### config.mk
export PLATFORM = sky130hd
export DESIGN_NAME = bss_startup_seq
export DESIGN_NICKNAME = d
export VERILOG_FILES = /design/src/rtl/bss_pkg.sv /design/src/rtl/bss_sync.sv /design/src/rtl/bss_period_meter.sv /design/src/rtl/bss_startup_seq.sv
export VERILOG_INCLUDE_DIRS = /design/src /design/src/rtl
export SDC_FILE = /design/constraint.sdc
export NUM_CORES = 1
export LEC_CHECK = 0
export BUFFER_PORTS_ARGS = -buffer_cell sky130_fd_sc_hd__clkbuf_2
export CORE_UTILIZATION = 25
export DETAILED_ROUTE_END_ITERATION = 6
export PLACE_DENSITY = 0.45
export SLEW_MARGIN = 5
export SYNTH_ARGS = -nofsm -noshare
export SYNTH_HDL_FRONTEND = slang
export SYNTH_SLANG_ARGS = --single-unit
### constraint.sdc
create_clock -name pclk -period 12.03 [get_ports pclk]
set_input_delay 1.8045 -clock pclk [delete_from_list [all_inputs] [get_ports pclk]]
set_output_delay 1.8045 -clock pclk [all_outputs]
set_load 0.01 [all_outputs]
### src/rtl/bss_params.svh
/*
 * Constants of the startup sequencer: register offsets, field positions,
 * reset values and timing counts.
 * Assumes a 125 MHz pclk; included by bare name from the rtl files.
 */
`ifndef BSS_PARAMS_SVH
`define BSS_PARAMS_SVH

// register byte offsets on the apb bus
`define BSS_CTRL_OFS      12'h000
`define BSS_SETUP_OFS     12'h004
`define BSS_SPEED_OFS     12'h008
`define BSS_STATUS_OFS    12'h00C
`define BSS_PERIOD_OFS    12'h010

// field positions
`define BSS_CTRL_DIR_BIT  0
`define BSS_SETUP_FST_LSB 0
`define BSS_SETUP_VST_LSB 8
`define BSS_STAT_HALL_BIT 3
`define BSS_STAT_DIR_BIT  4
`define BSS_STAT_FST_LSB  5
`define BSS_STAT_STEP_LSB 8

// reset values
`define BSS_CTRL_RST      1'h0
`define BSS_SETUP_RST     16'h0000
`define BSS_SPEED_RST     8'h00

// setting-voltage code thresholds for the rate step decode
`define BSS_FST_STEP2_MIN 8'h78
`define BSS_FST_STEP1_MIN 8'h28

// timing
`define BSS_CLK_HZ        125000000
`define BSS_CLK_PERIOD_NS 8
`define BSS_EXC_UNIT_NS   3130000
`define BSS_EXC_UNITS     32
`define BSS_DETECT_NS     50000000
`define BSS_F40_DHZ       400
`define BSS_F200_DHZ      2000
`define BSS_FST2_DHZ      16
`define BSS_FST1_DHZ      64
`define BSS_FST0_DHZ      32
`define BSS_EXC_UNIT_CYC  ((`BSS_EXC_UNIT_NS + `BSS_CLK_PERIOD_NS - 1) / `BSS_CLK_PERIOD_NS)
`define BSS_DETECT_CYC    ((`BSS_DETECT_NS + `BSS_CLK_PERIOD_NS - 1) / `BSS_CLK_PERIOD_NS)
`define BSS_DHZ_CYC(f)    ((`BSS_CLK_HZ * 10) / (f))

`endif

### src/rtl/bss_pkg.sv
/*
 * Types of the startup sequencer: state codes and per-phase drive codes.
 * Assumes nothing of its surroundings.
 */
package bss_pkg;

	typedef enum logic [2:0] {
		bss_st_idle   = 3'b000,
		bss_st_detect = 3'b001,
		bss_st_rbrake = 3'b010,
		bss_st_sbrake = 3'b011,
		bss_st_exc1   = 3'b100,
		bss_st_exc2   = 3'b101,
		bss_st_forced = 3'b110,
		bss_st_pwm    = 3'b111
	} bss_state_t;

	typedef enum logic [2:0] {
		bss_ph_off     = 3'b000,
		bss_ph_hi_full = 3'b001,
		bss_ph_lo_full = 3'b010,
		bss_ph_hi_pwm  = 3'b011,
		bss_ph_lo_pwm  = 3'b100
	} bss_phase_t;

endpackage : bss_pkg

### src/rtl/bss_sync.sv
/*
 * Three-stage synchroniser for pin inputs, one chain per bit.
 * Assumes inputs asynchronous to pclk; output moves when stages two and three agree.
 */
`timescale 1ns/100ps
`default_nettype none

module bss_sync #(
	parameter int WIDTH = 3
) (
	input  wire logic             pclk,
	input  wire logic             presetn,
	input  wire logic [WIDTH-1:0] async_in,
	output logic      [WIDTH-1:0] sync_out
);

	for (genvar i = 0; i < WIDTH; i++) begin : g_bit
		logic s1_q;
		logic s2_q;
		logic s3_q;

		// first stage feeds only the second; agreement filters a late settle
		always_ff @(posedge pclk or negedge presetn) begin
			if (!presetn) begin
				s1_q        <= 1'b0;
				s2_q        <= 1'b0;
				s3_q        <= 1'b0;
				sync_out[i] <= 1'b0;
			end else begin
				s1_q <= async_in[i];
				s2_q <= s1_q;
				s3_q <= s2_q;
				if (s2_q == s3_q) begin
					sync_out[i] <= s3_q;
				end
			end
		end
	end

endmodule : bss_sync

`default_nettype wire

### src/rtl/bss_period_meter.sv
/*
 * Position-signal period meter: counts pclk cycles between rising edges of
 * the hall state and flags each edge.
 * Assumes a level already on pclk; counter saturates when the rotor stands.
 */
`timescale 1ns/100ps
`default_nettype none

module bss_period_meter #(
	parameter int CNT_W = 27
) (
	input  wire logic             pclk,
	input  wire logic             presetn,
	input  wire logic             level_in,
	output logic                  rise_pulse,
	output logic                  edge_pulse,
	output logic      [CNT_W-1:0] period,
	output logic      [CNT_W-1:0] live_period
);

	logic             level_q;
	logic [CNT_W-1:0] cnt_q;
	logic             rise;

	assign rise = level_in & ~level_q;

	// a stopped rotor must read as slow, so the running count wins once it is longer
	assign live_period = (cnt_q > period) ? cnt_q : period;

	always_ff @(posedge pclk or negedge presetn) begin
		if (!presetn) begin
			level_q    <= 1'b0;
			rise_pulse <= 1'b0;
			edge_pulse <= 1'b0;
		end else begin
			level_q    <= level_in;
			rise_pulse <= rise;
			edge_pulse <= level_in ^ level_q;
		end
	end

	// period counter, latched and restarted on each rising edge
	always_ff @(posedge pclk or negedge presetn) begin
		if (!presetn) begin
			cnt_q  <= {CNT_W{1'b1}};
			period <= {CNT_W{1'b1}};
		end else if (rise) begin
			period <= cnt_q;
			cnt_q  <= {{(CNT_W-1){1'b0}}, 1'b1};
		end else if (cnt_q != {CNT_W{1'b1}}) begin
			cnt_q <= cnt_q + {{(CNT_W-1){1'b0}}, 1'b1};
		end
	end

endmodule : bss_period_meter

`default_nettype wire

### src/rtl/bss_startup_seq.sv
/*
 * Startup sequencer of a three-phase single-hall brushless motor driver:
 * apb register slave, direction/speed detection, brake, dc excitation,
 * forced commutation and pwm drive with per-phase gate outputs.
 * Assumes one 125 MHz clock, hall and sense pins asynchronous to it,
 * and an external gate stage that inserts dead time.
 */
// Added by the designer: register access over APB and the placing of the registers.
`timescale 1ns/100ps
`default_nettype none
`include "bss_params.svh"

// Operation
// - On a start command detect direction and speed, and go straight to pwm drive if direction is known and matches.
// - A known but opposite direction leads to reverse brake, then forced commutation, then pwm drive.
// - Unknown direction at 40 Hz or less leads to dc excitation, forced commutation, then pwm drive.
// - Unknown direction between 40 and 200 Hz adds a short brake before dc excitation.
// - Unknown direction above 200 Hz repeats the direction detection and starts no drive.
// - Forced commutation hands over to pwm drive once position frequency exceeds the selected rate.
// - In dc excitation and forced commutation the duty comes from the startup duty voltage.
// - In pwm drive the duty comes from the speed command, which also starts, changes and stops the motor.
// - Dc excitation is two equal intervals, stage one then stage two, then forced commutation.
// - Each excitation interval is 32 units of the timing base, about 0.100 s.
// - Forward and hall high, stage one drives U low full on, V off, W high-side pwm.
// - Forward and hall high, stage two drives U off, V low-side pwm, W high full on.
// - Direction select low means forward order U V W, high means reverse order W V U.
// - Rate setting step 2 is about 1.6 Hz, step 1 about 6.4 Hz, step 0 about 3.2 Hz.
// - Forward and hall low, stage one is U high full, V off, W low pwm; stage two U off, V high pwm, W low full.
module bss_startup_seq #(
	parameter int unsigned EXC_UNIT_CYC = `BSS_EXC_UNIT_CYC,
	parameter int unsigned DETECT_CYC   = `BSS_DETECT_CYC,
	parameter int unsigned P40_CYC      = `BSS_DHZ_CYC(`BSS_F40_DHZ),
	parameter int unsigned P200_CYC     = `BSS_DHZ_CYC(`BSS_F200_DHZ),
	parameter int unsigned FST2_CYC     = `BSS_DHZ_CYC(`BSS_FST2_DHZ),
	parameter int unsigned FST1_CYC     = `BSS_DHZ_CYC(`BSS_FST1_DHZ),
	parameter int unsigned FST0_CYC     = `BSS_DHZ_CYC(`BSS_FST0_DHZ)
) (
	input  wire logic        pclk,
	input  wire logic        presetn,
	input  wire logic [11:0] paddr,
	input  wire logic        psel,
	input  wire logic        penable,
	input  wire logic        pwrite,
	input  wire logic [31:0] pwdata,
	output logic      [31:0] prdata,
	output logic             pready,
	output logic             pslverr,
	input  wire logic        hall_positive_input,
	input  wire logic        hall_negative_input,
	input  wire logic        rotation_sense,
	output logic      [2:0]  phase_high_q,
	output logic      [2:0]  phase_low_q
);

	localparam int TW = 27;
	localparam logic [TW-1:0] EXC_UNIT_T = TW'(EXC_UNIT_CYC);
	localparam logic [TW-1:0] DETECT_T   = TW'(DETECT_CYC);
	localparam logic [TW-1:0] P40_T      = TW'(P40_CYC);
	localparam logic [TW-1:0] P200_T     = TW'(P200_CYC);
	localparam logic [5:0]    UNITS_LAST = 6'(`BSS_EXC_UNITS - 1);

	bss_pkg::bss_state_t state_q;
	bss_pkg::bss_state_t state_d;

	logic          dir_sel_q;
	logic [15:0]   setup_q;
	logic [7:0]    speed_q;
	logic [2:0]    sync_s;
	logic          hall_q;
	logic          hall_rise;
	logic          hall_edge;
	logic [TW-1:0] period;
	logic [TW-1:0] live_period;
	logic [TW-1:0] timer_q;
	logic [5:0]    units_q;
	logic          dir_q;
	logic [1:0]    fst_step_q;
	logic [1:0]    fst_step;
	logic [TW-1:0] fst_t;
	logic          after_exc_q;
	logic [1:0]    det_edges_q;
	logic          det_mis_q;
	logic          det_dir_q;
	logic [2:0]    step_q;
	logic [1:0]    sub_q;
	logic [7:0]    pwm_cnt_q;
	logic [7:0]    duty;
	logic          pwm_on;
	logic          unit_tick;
	logic          fc_tick;
	logic          pwm_tick;
	logic          det_done;
	logic          det_ok;
	logic          in_exc;
	logic          apb_wr;
	logic [7:0]    fst_code;

	// ---------------- apb slave ----------------
	assign apb_wr = psel & penable & pready & pwrite;

	// one wait-free access cycle: answer is prepared in the setup cycle
	always_ff @(posedge pclk or negedge presetn) begin
		if (!presetn) begin
			pready  <= 1'b0;
			pslverr <= 1'b0;
			prdata  <= 32'h0000_0000;
		end else begin
			pready  <= psel & ~penable;
			pslverr <= 1'b0;
			prdata  <= 32'h0000_0000;
			if (psel && !penable) begin
				if (paddr == `BSS_CTRL_OFS) begin
					prdata[`BSS_CTRL_DIR_BIT] <= dir_sel_q;
				end else if (paddr == `BSS_SETUP_OFS) begin
					prdata[15:0] <= setup_q;
				end else if (paddr == `BSS_SPEED_OFS) begin
					prdata[7:0] <= speed_q;
				end else if (paddr == `BSS_STATUS_OFS) begin
					prdata[2:0]                     <= state_q;
					prdata[`BSS_STAT_HALL_BIT]      <= hall_q;
					prdata[`BSS_STAT_DIR_BIT]       <= dir_q;
					prdata[`BSS_STAT_FST_LSB +: 2]  <= fst_step_q;
					prdata[`BSS_STAT_STEP_LSB +: 3] <= step_q;
				end else if (paddr == `BSS_PERIOD_OFS) begin
					prdata[TW-1:0] <= period;
				end else begin
					pslverr <= 1'b1; // unmapped: error, reads zero
				end
			end
		end
	end

	// software registers; writes land at the completing access edge
	always_ff @(posedge pclk or negedge presetn) begin
		if (!presetn) begin
			dir_sel_q <= `BSS_CTRL_RST;
			setup_q   <= `BSS_SETUP_RST;
			speed_q   <= `BSS_SPEED_RST;
		end else if (apb_wr) begin
			if (paddr == `BSS_CTRL_OFS) begin
				dir_sel_q <= pwdata[`BSS_CTRL_DIR_BIT];
			end else if (paddr == `BSS_SETUP_OFS) begin
				setup_q <= pwdata[15:0];
			end else if (paddr == `BSS_SPEED_OFS) begin
				speed_q <= pwdata[7:0];
			end
		end
	end

	// ---------------- position sensing ----------------
	bss_sync #(
		.WIDTH(3)
	) u_sync (
		.pclk    (pclk),
		.presetn (presetn),
		.async_in({rotation_sense, hall_negative_input, hall_positive_input}),
		.sync_out(sync_s)
	);

	// equal levels keep the last state, which gives the comparator its hysteresis
	always_ff @(posedge pclk or negedge presetn) begin
		if (!presetn) begin
			hall_q <= 1'b0;
		end else if (sync_s[0] != sync_s[1]) begin
			hall_q <= sync_s[0];
		end
	end

	bss_period_meter #(
		.CNT_W(TW)
	) u_meter (
		.pclk       (pclk),
		.presetn    (presetn),
		.level_in   (hall_q),
		.rise_pulse (hall_rise),
		.edge_pulse (hall_edge),
		.period     (period),
		.live_period(live_period)
	);

	// ---------------- setting decode ----------------
	assign fst_code = setup_q[`BSS_SETUP_FST_LSB +: 8];
	always_comb begin
		if (fst_code >= `BSS_FST_STEP2_MIN) begin
			fst_step = 2'h2;
		end else if (fst_code >= `BSS_FST_STEP1_MIN) begin
			fst_step = 2'h1;
		end else begin
			fst_step = 2'h0;
		end
	end

	// rate step picks the forced commutation step time
	always_comb begin
		case (fst_step_q)
			2'h2:    fst_t = TW'(FST2_CYC);
			2'h1:    fst_t = TW'(FST1_CYC);
			default: fst_t = TW'(FST0_CYC);
		endcase
	end

	// direction and rate step are frozen at start so a mid-start write cannot skew them
	always_ff @(posedge pclk or negedge presetn) begin
		if (!presetn) begin
			dir_q       <= 1'b0;
			fst_step_q  <= 2'h0;
			after_exc_q <= 1'b0;
		end else if (state_q == bss_pkg::bss_st_idle && state_d == bss_pkg::bss_st_detect) begin
			dir_q       <= dir_sel_q;
			fst_step_q  <= fst_step;
			after_exc_q <= 1'b0;
		end else if (state_q == bss_pkg::bss_st_pwm && state_d == bss_pkg::bss_st_rbrake) begin
			dir_q       <= dir_sel_q;
			after_exc_q <= 1'b1; // reversal in drive brakes, then re-runs excitation and forced commutation
		end
	end

	// ---------------- sequencer ----------------
	assign in_exc    = (state_q == bss_pkg::bss_st_exc1) || (state_q == bss_pkg::bss_st_exc2);
	assign unit_tick = in_exc && (timer_q == EXC_UNIT_T - 1'b1);
	assign fc_tick   = (state_q == bss_pkg::bss_st_forced) && (timer_q == fst_t - 1'b1);
	assign pwm_tick  = (state_q == bss_pkg::bss_st_pwm) && (sub_q < 2'h2) && (timer_q >= period / 6);
	assign det_done  = (state_q == bss_pkg::bss_st_detect) && (timer_q == DETECT_T - 1'b1);
	assign det_ok    = (det_edges_q == 2'h2) && !det_mis_q;

	always_comb begin
		state_d = state_q;
		if (state_q != bss_pkg::bss_st_idle && speed_q == 8'h00) begin
			state_d = bss_pkg::bss_st_idle;
		end else begin
			case (state_q)
				bss_pkg::bss_st_idle: begin
					if (speed_q != 8'h00) state_d = bss_pkg::bss_st_detect;
				end
				bss_pkg::bss_st_detect: begin
					if (det_done) begin
						if (det_ok && det_dir_q == dir_q) begin
							state_d = bss_pkg::bss_st_pwm;
						end else if (det_ok) begin
							state_d = bss_pkg::bss_st_rbrake;
						end else if (live_period >= P40_T) begin
							state_d = bss_pkg::bss_st_exc1;
						end else if (live_period >= P200_T) begin
							state_d = bss_pkg::bss_st_sbrake;
						end
					end
				end
				bss_pkg::bss_st_rbrake: begin
					if (live_period >= P40_T) begin
						state_d = after_exc_q ? bss_pkg::bss_st_exc1 : bss_pkg::bss_st_forced;
					end
				end
				bss_pkg::bss_st_sbrake: begin
					if (live_period >= P40_T) state_d = bss_pkg::bss_st_exc1;
				end
				bss_pkg::bss_st_exc1: begin
					if (unit_tick && units_q == UNITS_LAST) state_d = bss_pkg::bss_st_exc2;
				end
				bss_pkg::bss_st_exc2: begin
					if (unit_tick && units_q == UNITS_LAST) state_d = bss_pkg::bss_st_forced;
				end
				bss_pkg::bss_st_forced: begin
					if (live_period < fst_t) state_d = bss_pkg::bss_st_pwm;
				end
				bss_pkg::bss_st_pwm: begin
					if (dir_sel_q != dir_q) state_d = bss_pkg::bss_st_rbrake;
				end
				default: state_d = bss_pkg::bss_st_idle;
			endcase
		end
	end

	always_ff @(posedge pclk or negedge presetn) begin
		if (!presetn) begin
			state_q <= bss_pkg::bss_st_idle;
		end else begin
			state_q <= state_d;
		end
	end

	// shared timer: detection window, excitation unit, commutation step
	always_ff @(posedge pclk or negedge presetn) begin
		if (!presetn) begin
			timer_q <= '0;
			units_q <= 6'h00;
		end else if (state_d != state_q || det_done) begin
			timer_q <= '0;
			units_q <= 6'h00;
		end else if (unit_tick) begin
			timer_q <= '0;
			units_q <= units_q + 6'h01;
		end else if (fc_tick || pwm_tick || (state_q == bss_pkg::bss_st_pwm && hall_edge)) begin
			timer_q <= '0;
		end else if (state_q == bss_pkg::bss_st_detect || in_exc || state_q == bss_pkg::bss_st_forced ||
			     state_q == bss_pkg::bss_st_pwm) begin
			timer_q <= timer_q + 1'b1;
		end
	end

	// direction detection: two rising edges with a consistent sense level
	always_ff @(posedge pclk or negedge presetn) begin
		if (!presetn) begin
			det_edges_q <= 2'h0;
			det_mis_q   <= 1'b0;
			det_dir_q   <= 1'b0;
		end else if (state_q != bss_pkg::bss_st_detect || det_done) begin
			det_edges_q <= 2'h0;
			det_mis_q   <= 1'b0;
		end else if (hall_rise) begin
			det_dir_q <= sync_s[2];
			if (det_edges_q != 2'h0 && sync_s[2] != det_dir_q) det_mis_q <= 1'b1;
			if (det_edges_q != 2'h2) det_edges_q <= det_edges_q + 2'h1;
		end
	end

	// commutation step; without interpolation from a single sensor only thirds of a half period are used
	always_ff @(posedge pclk or negedge presetn) begin
		if (!presetn) begin
			step_q <= 3'h0;
			sub_q  <= 2'h0;
		end else if (state_q == bss_pkg::bss_st_pwm && hall_edge) begin
			step_q <= hall_q ? 3'h0 : 3'h3;
			sub_q  <= 2'h0;
		end else if (fc_tick || pwm_tick) begin
			sub_q <= sub_q + 2'h1;
			if (!dir_q) begin
				step_q <= (step_q == 3'h5) ? 3'h0 : step_q + 3'h1;
			end else begin
				step_q <= (step_q == 3'h0) ? 3'h5 : step_q - 3'h1;
			end
		end
	end

	// ---------------- output stage ----------------
	assign duty   = (state_q == bss_pkg::bss_st_pwm) ? speed_q : setup_q[`BSS_SETUP_VST_LSB +: 8];
	assign pwm_on = pwm_cnt_q < duty;

	// free-running carrier, about 488 kHz at 125 MHz
	always_ff @(posedge pclk or negedge presetn) begin
		if (!presetn) begin
			pwm_cnt_q <= 8'h00;
		end else begin
			pwm_cnt_q <= pwm_cnt_q + 8'h01;
		end
	end

	// excitation pattern, key is {direction, hall, stage two}
	function automatic bss_pkg::bss_phase_t exc_ph(input logic [2:0] key, input int ph);
		bss_pkg::bss_phase_t u;
		bss_pkg::bss_phase_t v;
		bss_pkg::bss_phase_t w;
		u = bss_pkg::bss_ph_off;
		v = bss_pkg::bss_ph_off;
		w = bss_pkg::bss_ph_off;
		case (key)
			3'b010:  begin u = bss_pkg::bss_ph_lo_full; w = bss_pkg::bss_ph_hi_pwm;  end
			3'b011:  begin v = bss_pkg::bss_ph_lo_pwm;  w = bss_pkg::bss_ph_hi_full; end
			3'b000:  begin u = bss_pkg::bss_ph_hi_full; w = bss_pkg::bss_ph_lo_pwm;  end
			3'b001:  begin v = bss_pkg::bss_ph_hi_pwm;  w = bss_pkg::bss_ph_lo_full; end
			3'b110:  begin u = bss_pkg::bss_ph_hi_pwm;  w = bss_pkg::bss_ph_lo_full; end
			3'b111:  begin u = bss_pkg::bss_ph_hi_full; v = bss_pkg::bss_ph_lo_pwm;  end
			3'b100:  begin u = bss_pkg::bss_ph_lo_pwm;  w = bss_pkg::bss_ph_hi_full; end
			default: begin u = bss_pkg::bss_ph_lo_full; v = bss_pkg::bss_ph_hi_pwm;  end
		endcase
		return (ph == 0) ? u : ((ph == 1) ? v : w);
	endfunction : exc_ph

	// six-step table: high-side pwm on phase step/2, low side full on the next phase in even steps and the one after it in odd steps
	function automatic bss_pkg::bss_phase_t six_ph(input logic [2:0] step, input int ph);
		int hi;
		int lo;
		hi = int'(step) / 2;
		lo = ((int'(step) + 1) / 2 + 1) % 3;
		if (ph == hi) return bss_pkg::bss_ph_hi_pwm;
		if (ph == lo) return bss_pkg::bss_ph_lo_full;
		return bss_pkg::bss_ph_off;
	endfunction : six_ph

	for (genvar p = 0; p < 3; p++) begin : g_phase
		bss_pkg::bss_phase_t ph;

		always_comb begin
			case (state_q)
				bss_pkg::bss_st_sbrake: ph = bss_pkg::bss_ph_lo_full;
				bss_pkg::bss_st_rbrake: ph = six_ph(hall_q ? 3'h0 : 3'h3, p);
				bss_pkg::bss_st_exc1:   ph = exc_ph({dir_q, hall_q, 1'b0}, p);
				bss_pkg::bss_st_exc2:   ph = exc_ph({dir_q, hall_q, 1'b1}, p);
				bss_pkg::bss_st_forced: ph = six_ph(step_q, p);
				bss_pkg::bss_st_pwm:    ph = six_ph(step_q, p);
				default:                ph = bss_pkg::bss_ph_off;
			endcase
		end

		// gates are registered; the two sides of one phase never come on together
		always_ff @(posedge pclk or negedge presetn) begin
			if (!presetn) begin
				phase_high_q[p] <= 1'b0;
				phase_low_q[p]  <= 1'b0;
			end else begin
				phase_high_q[p] <= (ph == bss_pkg::bss_ph_hi_full) || (ph == bss_pkg::bss_ph_hi_pwm && pwm_on);
				phase_low_q[p]  <= (ph == bss_pkg::bss_ph_lo_full) || (ph == bss_pkg::bss_ph_lo_pwm && pwm_on);
			end
		end
	end

endmodule : bss_startup_seq

`default_nettype wire

==> flow_metrics.tcl, run 1 <==
set metrics [dict create \
    wire_per_inst_um 17.3 \
    vias 11800 \
    yosysSeqAreaShare_pct 34.3 \
    switching_share_pct 36.2 \
    ys_ff_latch 187 \
    postRouteAntennaNets 0 \
    start_util_pct 25.5 \
    synth_warnings 0 \
    p_leak_nw 6.65 \
    grt-ovfl-total 0 \
    arrival_ns 11.68 \
    power_mw 1.80 \
    cts_tree "built" \
    avgSynthCellArea_um2 8.71 \
    coreArea_um2 54200 \
    fin_area_um2 15500 \
    finalCritPeriodShare_pct 93.5 \
    grt_max_degree 111 \
    drt_pass1_iterations 7 \
    route.detailed.drc 9 \
    dp_cells 2283 \
    antenna_found_initial 0 \
    violations "design-rule violations" \
    synth_flop_cell "dfrtp_1" \
    syn_inst 1588 \
    report.final.slew_viol_count 0 \
    finalNonFillerCells 2318 \
    drtIter0Drc 898 \
    fin_util_pct 28.5 \
    seqPwrFrac_pct 39.3 \
    holdBufCountCts 0 \
    dp_hpwl_mm 29.9 \
    postRouteWirelength_mm 40.1 \
    start_kind "register" \
    viasPerCell 5.07 \
    fin_skew_ns 0.0176 \
    cap_violations 0 \
    outcome "finished, violations left" \
    cp-endpoint "timer_q[20]" \
    diodes 0 \
    numClockSinks 187 \
    vdd_ir_drop_max_uv 110 \
    period_needed_ns 11.25 \
    htreeDepth 4 \
    synth-edff-count 0 \
    p_per_area_nw_per_um2 116 \
    postPlaceCellArea_um2 14800 \
    clockBufferDepth 2 \
    synth_largest_area_cell "dfrtp_1" \
    min_path_type "register to register" \
    ys_async_sr_fraction_pct 100 \
    p_clk_share_pct 33.8 \
    netlist-cell-type-count 104 \
    area_delta_synth_final_pct 11.9 \
    root_buffer "clkbuf_16" \
    r2r-start "u_meter.period[23]" \
    port_buffers 70 \
    clock_latency_ns 0.50 \
    setup_tns_ns 0 \
    cts.clk_slew.worst_paths_ns 0.08 \
    r2r_cells 50 \
    rsz0062_at_grt "false" \
    gp_congestion 0.817 \
    chipHeight_um 237 \
    io_pins 92 \
    cpPeakStageDelay_ns 0.67 \
    cp_data_required_time_ns 12.46 \
    first_global_vias 11100 \
    timing.fmax_mhz 88.9 \
    reg2reg_slack_ns 0.78 \
    synth_top_area_share_pct 24.1 \
    p_int_mw 1.15 \
    netlist_area_um2 13800 \
    timing.slew.headroom_pct 37.5 \
    combPwrFrac_pct 26.8 \
    crit_path_end_kind "register" \
    rows 85 \
    pre_cts_slack_ns 0.205 \
    cp_common_cell "a21o_1" \
    tightest_slew_ns 0.937 \
    cp_max_fo 16 \
    setup_viol_count_final 0 \
    cpMaxStageDelayCell "dfstp_2" \
    cts_buffers 17 \
    fin_ws_ns 0.782 \
    power.switching_uw 649 \
    synth_area_leaders "dfrtp_1 24%, dfstp_2 10%, ha_1 9.6%, nor2_1 5.1%, nand2_1 4.0%" \
    grt_usage_pct 14.7 \
    die_w_um 237 \
    fin_nets 1767 \
    die_area_um2 56300 \
    whs_ns 0.355 \
    hold_viol 0 \
    layout-drive-gt1-share_pct 16.0 \
    r2r_end "timer_q[20]" \
    grt_pass1_wl_mm 64.9 \
    critPathKind "register to register" \
    startpoint "u_meter.period[23]" \
]
==> worst min path at each step <==
stage	cells after the start	end	startpoint
5_1_grt	0	u_sync.g_bit[1].s2_q	u_sync.g_bit[1].s1_q
2_1_floorplan	0	u_sync.g_bit[0].s2_q	u_sync.g_bit[0].s1_q
3_5_place_dp	0	u_sync.g_bit[1].s2_q	u_sync.g_bit[1].s1_q
3_3_place_gp	0	u_sync.g_bit[0].s2_q	u_sync.g_bit[0].s1_q
6_report	0	u_sync.g_bit[2].s2_q	u_sync.g_bit[2].s1_q
4_1_cts	0	u_sync.g_bit[2].s2_q	u_sync.g_bit[2].s1_q
==> power by group through the flow <==
stage	combinational (mW)	clock (mW)	sequential (mW)
final	0.482	0.608	0.707
after global routing	0.534	0.655	0.712
after CTS	0.481	0.633	0.708
after detailed placement	0.477	0	0.720
after global placement	0.473	0	0.718
after floorplan	0.351	0	0.690
==> logic make-up (layout without fill, tap and decap cells) <==
group / count (synthesis) / count (layout) / synth area share [%]
xor gates and xnor gates: 83 / 83 / 5.26
adders and majority gates: 110 / 110 / 9.88
muxes: 71 / 71 / 5.58
and+or+nand+nor: 592 / 592 / 21.1
other: 1 / 5 / 0.0271
buffers and inverters: 163 / 193 / 5.02
AOI/OAI and AO/OA: 381 / 381 / 18.8
DFF: 187 / 187 / 34.3
==> what timing repair did <==
action                                 in CTS  in global routing
endpoints found under the hold margin       0                  0
buffers inserted                            0                  3
gates resized for setup                     0                  9
setup endpoints to repair                   0                 32
==> synthesized netlist by cell type, drive strengths merged (34+ instances only) <==
| master | instances |
|---|---|
| dfstp | 54 |
| nand3 | 43 |
| dfrtp | 133 |
| inv | 65 |
| a21oi | 96 |
| nand2 | 149 |
| ha | 106 |
| xor2 | 49 |
| nor3 | 43 |
| xnor2 | 34 |
| nor2 | 188 |
| o21ai | 114 |
| mux2 | 39 |
| nand4 | 35 |
| clkbuf | 67 |
==> worst max-delay path: cells and delay by family, from the launching register on <==
family          cells  cell delay, ns
mux                 2            0.34
fa+ha+maj           1            0.28
buf+inv             5            0.83
compound gates     29            5.90
simple gates       13            3.14
flops               1            0.67
==> metal layers <==
layer / share of wire, % / vias up / global-route usage [%]
li1: - / 5751 / -
met1: 51 / 5759 / 21.3
met2: 44 / 218 / 22.3
met3: 3.4 / 29 / 2.45
met4: 1.5 / 0 / 4.30
met5: 0 / - / 0
==> state kept, by name, indices dropped and copies added (netlist names), 6 cells and up <==
register,flops
prdata,27
pwm_cnt_q,8
setup_q,16
speed_q,8
timer_q,27
u_meter.cnt_q,27
u_meter.period,27
units_q,6
==> final cells by class <==
| class | instances | area (um2) |
|---|---|---|
| Timing Repair Buffer | 90 | 509 |
| Fill cell | 5764 | 38800 |
| Clock inverter | 15 | 199 |
| Inverter | 71 | 269 |
| Tap cell | 696 | 871 |
| Sequential cell | 187 | 4750 |
| Clock buffer | 17 | 425 |
| Multi-Input combinational cell | 1242 | 8450 |
==> placed cells by master (no fill, tap or decap), drive strengths merged, types with 17 or more instances in the layout <==
master | netlist | routed
nor2 | 188 | 188
nand2 | 149 | 149
dfrtp | 133 | 133
o21ai | 114 | 114
ha | 106 | 106
a21oi | 96 | 96
clkbuf | 67 | 87
inv | 65 | 73
dfstp | 54 | 54
xor2 | 49 | 49
nand3 | 43 | 43
nor3 | 43 | 43
mux2 | 39 | 39
nand4 | 35 | 35
xnor2 | 34 | 34
mux2i | 31 | 31
a21o | 24 | 24
nor2b | 23 | 23
buf | 25 | 20
o21a | 17 | 17
nor4 | 17 | 17
(Power assumes the default switching activity.)
==> inputs of run 2 (changes only) <==
==> constraint.sdc (replaced) <==
create_clock -name pclk -period 12.03 [get_ports pclk]
set_input_delay 1.203 -clock pclk [delete_from_list [all_inputs] [get_ports pclk]]
set_output_delay 1.203 -clock pclk [all_outputs]
set_load 0.01 [all_outputs]
==> flow_metrics.tcl, run 2 (same netlist as run 1, synthesis figures left out) <==
set metrics [dict create \
    cp_num_cells 50 \
    route.detailed.drc 0 \
    r2r_cells 50 \
    finalNonFillerCells 2321 \
    gp_congestion 0.830 \
    cpMaxStageDelayCell "dfstp_2" \
    p_leak_nw 6.65 \
    postRouteAntennaNets 0 \
    layout-drive-gt1-share_pct 16.1 \
    power_mw 1.78 \
    arrival_ns 11.62 \
    final_common_cell "nor2_1" \
    cap_violations 0 \
    rows 85 \
    crit_family "compound AO/OA/AOI/OAI gates" \
    cpPeakStageDelay_ns 0.66 \
    die_w_um 237 \
    worst-path-buf-inv 5 \
    grt_use_met1_pct 21.1 \
    num-fill-cells 5822 \
    reg2reg_slack_ns 0.82 \
    first_global_vias 11300 \
    viasPerCell 5.04 \
    cts_buffers 17 \
    cp_max_fo 14 \
    clockBufferDepth 2 \
    numClockSinks 187 \
    seqPwrFrac_pct 39.6 \
    use_met2_pct 22.0 \
    postRouteWirelength_mm 40.1 \
    drt_pass1_iterations 7 \
    crit_path_end_kind "register" \
    clock_latency_ns 0.50 \
    dp_cells 2283 \
    switching_share_pct 35.9 \
    setup_tns_ns 0 \
    whs_ns 0.355 \
    busiest_layer "met2" \
    cp_data_required_time_ns 12.45 \
    port_buffers 70 \
    min_path_type "register to register" \
    cts_tree "built" \
    drtIter0Drc 980 \
    io_pins 92 \
    fin_ws_ns 0.821 \
    r2r_end "timer_q[1]" \
    cts.clk_slew.worst_paths_ns 0.08 \
    vias 11700 \
    outcome "completed" \
    chipHeight_um 237 \
    hold_path.startpoint "u_sync.g_bit[1].s1_q" \
    coreArea_um2 54200 \
    timing.slew.headroom_pct 28.6 \
    htreeDepth 4 \
    grt_usage_pct 14.8 \
    die_area_um2 56300 \
    holdPathEnd "u_sync.g_bit[1].s2_q" \
    seq_area_um2 4750 \
    rsz0062_at_grt "false" \
    hold_viol 0 \
    finalCritPeriodShare_pct 93.2 \
    start_kind "register" \
    grt-ovfl-total 0 \
    p_clk_share_pct 33.6 \
    report.final.slew_viol_count 0 \
    fin_skew_ns 0.0123 \
    multi_input_area_um2 8450 \
    root_buffer "clkbuf_16" \
    area_delta_synth_final_pct 11.9 \
    antenna_found_initial 0 \
    power.switching_uw 641 \
    dp_hpwl_mm 29.8 \
    min_path_cells 0 \
    cp_common_cell "a21o_1" \
    start_util_pct 25.5 \
    combPwrFrac_pct 26.8 \
    grt_use_met3_pct 2.75 \
    grt_max_degree 124 \
    tightest_slew_ns 1.07 \
    critPathKind "register to register" \
    timing.fmax_mhz 89.2 \
    p_int_mw 1.14 \
    setup_viol_count_final 0 \
    wire_per_inst_um 17.3 \
    fin_nets 1769 \
    r2r-start "u_meter.period[23]" \
    p_per_area_nw_per_um2 115 \
    final_cell_mix "188 x nor2_1, 147 x nand2_1, 133 x dfrtp_1" \
    period_needed_ns 11.21 \
    pre_cts_slack_ns 0.282 \
    vdd_ir_drop_max_uv 112 \
    grt_pass1_wl_mm 65.0 \
]
==> run 2: cell types whose count changed in the layout (fill, tap and decap cells not counted), moves of 2 or more <==
cell and delta:
buf_4 +2, clkinv_8 -2, o21ai_0 +2, o21ai_1 -2
==> run 2: stage by stage <==
| step | utilization [%] | cell area (um2) |
|---|---|---|
| global placement | 27.3 | 14800 |
| global route | 28.5 | 15500 |
| finish | 28.5 | 15500 |
| CTS | 28.4 | 15400 |
| floorplan | - | 13800 |
| detailed placement | 27.3 | 14800 |
==> run 2: final cells by class <==
| class | count | area share [%] |
|---|---|---|
| Antenna cell | 1 | 0.0162 |
| Clock buffer | 18 | 2.77 |
| Sequential cell | 187 | 30.7 |
| Inverter | 71 | 1.74 |
| Tap cell | 696 | 5.63 |
| Timing Repair Buffer | 92 | 3.39 |
| Multi-Input combinational cell | 1242 | 54.6 |
| Clock inverter | 14 | 1.12 |
==> run 2: power groups by stage <==
stage	sequential (mW)	clock, mW	combinational [mW]
3_3_place_gp	0.719	0	0.473
2_1_floorplan	0.690	0	0.351
3_5_place_dp	0.719	0	0.473
6_report	0.707	0.599	0.477
4_1_cts	0.708	0.629	0.478
5_1_grt	0.711	0.650	0.535
==> run 2: layer usage <==
| metal | wire (um) | up-vias |
|---|---|---|
| met4 | 900 | 0 |
| li1 | - | 5747 |
| met3 | 1610 | 44 |
| met1 | 20100 | 5648 |
| met5 | 0 | - |
| met2 | 17500 | 250 |
==> run 2: worst max path at each step <==
stage                                   from     endpoint  slack, ns
after floorplan           u_meter.period[23]  timer_q[10]       2.14
after global placement    u_meter.period[23]  timer_q[12]       0.26
after detailed placement  u_meter.period[23]  timer_q[24]       0.28
after CTS                 u_meter.period[23]  timer_q[23]       0.18
after global routing      u_meter.period[23]   timer_q[1]       0.12
final                     u_meter.period[23]   timer_q[1]       0.82
==> run 2: what timing repair did <==
item / in CTS / in global routing
resized for setup: 0 / 8
setup buffers: 0 / 5
hold buffers: 0 / 0
endpoints found under the setup margin: 0 / 31
hold endpoints to repair: 0 / 0
==> inputs of run 3 (changes only) <==
==> constraint.sdc (replaced) <==
create_clock -name pclk -period 12.03 [get_ports pclk]
set_input_delay 0 -clock pclk [delete_from_list [all_inputs] [get_ports pclk]]
set_output_delay 0 -clock pclk [all_outputs]
set_load 0.01 [all_outputs]
==> flow_metrics.tcl, run 3 (same netlist as run 1, synthesis figures left out) <==
set metrics [dict create \
    final_cell_mix "188 x nor2_1, 147 x nand2_1, 133 x dfrtp_1" \
    cp_data_required_time_ns 12.46 \
    cp_common_cell "a21o_1" \
    finalCritPeriodShare_pct 94.1 \
    grt-ovfl-total 0 \
    fin_skew_ns 0.0144 \
    hold_viol 0 \
    num-fill-cells 5791 \
    whs_ns 0.0548 \
    cpPeakStageDelay_ns 0.68 \
    cap_violations 0 \
    timing.slew.headroom_pct 34.8 \
    final_common_cell "nor2_1" \
    gp_congestion 0.830 \
    grt_usage_pct 14.8 \
    critPathKind "register to register" \
    fin_nets 1785 \
    dp_hpwl_mm 29.9 \
    grt_pass1_wl_mm 65.1 \
    tightest_slew_ns 0.978 \
    die_w_um 237 \
    htreeDepth 4 \
    p_per_area_nw_per_um2 113 \
    report.final.slew_viol_count 0 \
    route.detailed.drc 0 \
    cp_max_fo 16 \
    rows 85 \
    root_buffer "clkbuf_16" \
    clock_latency_ns 0.50 \
    chipHeight_um 237 \
    timing.fmax_mhz 88.3 \
    post-cts-setup-buffers 0 \
    p_leak_nw 6.70 \
    wire_per_inst_um 17.5 \
    period_needed_ns 11.32 \
    cts_tree "built" \
    antenna_found_initial 0 \
    io_pins 92 \
    setup_tns_ns 0 \
    vdd_ir_drop_max_uv 135 \
    clockBufferDepth 2 \
    viasPerCell 5.05 \
    crit_path_end_kind "register" \
    postRouteAntennaNets 0 \
    numClockSinks 187 \
    grt_max_degree 122 \
    seqPwrFrac_pct 39.9 \
    switching_share_pct 36.2 \
    startpoint "u_meter.period[23]" \
    arrival_ns 11.75 \
    cts_buffers 17 \
    port_buffers 70 \
    multi_input_area_um2 8440 \
    p_int_mw 1.13 \
    diodes 0 \
    cts.clk_slew.worst_paths_ns 0.08 \
    die_area_um2 56300 \
    setup_viol_count_final 0 \
    r2r-start "u_meter.period[23]" \
    drt_pass1_iterations 7 \
    coreArea_um2 54200 \
    power.switching_uw 641 \
    first_global_vias 11300 \
    drtIter0Drc 944 \
    combPwrFrac_pct 26.8 \
    cpMaxStageDelayCell "dfstp_2" \
    start_kind "register" \
    p_clk_share_pct 33.2 \
    postRouteWirelength_mm 40.8 \
    area_delta_synth_final_pct 13.0 \
    outcome "completed" \
    vias 11800 \
    hold_path.startpoint "paddr[2]" \
    layout-drive-gt1-share_pct 15.5 \
    min_path_type "primary input to register" \
    rsz0062_at_grt "false" \
    start_util_pct 25.5 \
    seq_area_um2 4750 \
]
[run 3: cell types whose count changed in the layout (fill, tap and decap cells not counted), sizes merged]
| cell | change |
|---|---|
| buf | -7 |
| clkinv | +3 |
| diode | -1 |
| dlygate4sd3 | +23 |
| bufinv | -1 |
| inv | -2 |
[run 3: path summary, 6_finish.rpt]
path                       slack [ns]                   end  cells after the start
min                              0.05             prdata[0]                      5
min reg2reg                      0.36  u_sync.g_bit[2].s2_q                      0
max reg2reg                      0.71           timer_q[17]                     48
min in group asynchronous        0.23  u_sync.g_bit[1].s2_q                      2
max                              0.71           timer_q[17]                     48
max in group asynchronous       10.27            prdata[26]                      3
[run 3: final cells by class]
cell class	instances	area share, %
timing repair buffer	108	4.49
sequential	187	30.4
tap	696	5.57
multi-input combinational	1242	54.0
clock buffer	18	2.75
inverter	71	1.72
clock inverter	14	1.10
[run 3: metrics by stage]
step / worst slack (ns) / instance area (um2) / instances / power [mW] / util [%]
global route: 0.00863 / 15600 / 2336 / 1.89 / 28.8
CTS: 0.175 / 15600 / 2336 / 1.81 / 28.8
detailed placement: 0.277 / 14800 / 2281 / 1.19 / 27.3
global placement: 0.521 / 14800 / 2281 / 1.19 / 27.3
floorplan: 2.14 / 13800 / 1592 / 1.04 / -
finish: 0.705 / 15600 / 2336 / 1.77 / 28.8
[run 3: per-layer routing]
layer / part of all wire (%) / GRT usage, %
met2: 44 / 22.0
met3: 3.8 / 2.88
met5: 0 / 0
met1: 50 / 21.1
met4: 2.4 / 5.43
[run 3: critical path: cells and delay by family, from the launching register on]
kind	cells	cell delay, ns
flip-flops	1	0.68
AO/OA/AOI/OAI	29	6.21
AND/OR/NAND/NOR	12	2.76
buffers and inverters	3	0.48
adder cells (fa/ha/maj)	1	0.28
multiplexers	3	0.84
[run 3: timing repair]
item	4_1_cts	5_1_grt
hold buffers	23	0
endpoints found under the hold margin	151	0
endpoints found under the setup margin	0	28
gates resized for setup	0	8
[run 3: power groups by stage]
stage / clock [mW] / combinational (mW) / sequential, mW
CTS: 0.618 / 0.484 / 0.708
finish: 0.588 / 0.475 / 0.707
global route: 0.637 / 0.536 / 0.712
detailed placement: 0 / 0.473 / 0.720
global placement: 0 / 0.472 / 0.719
floorplan: 0 / 0.351 / 0.690
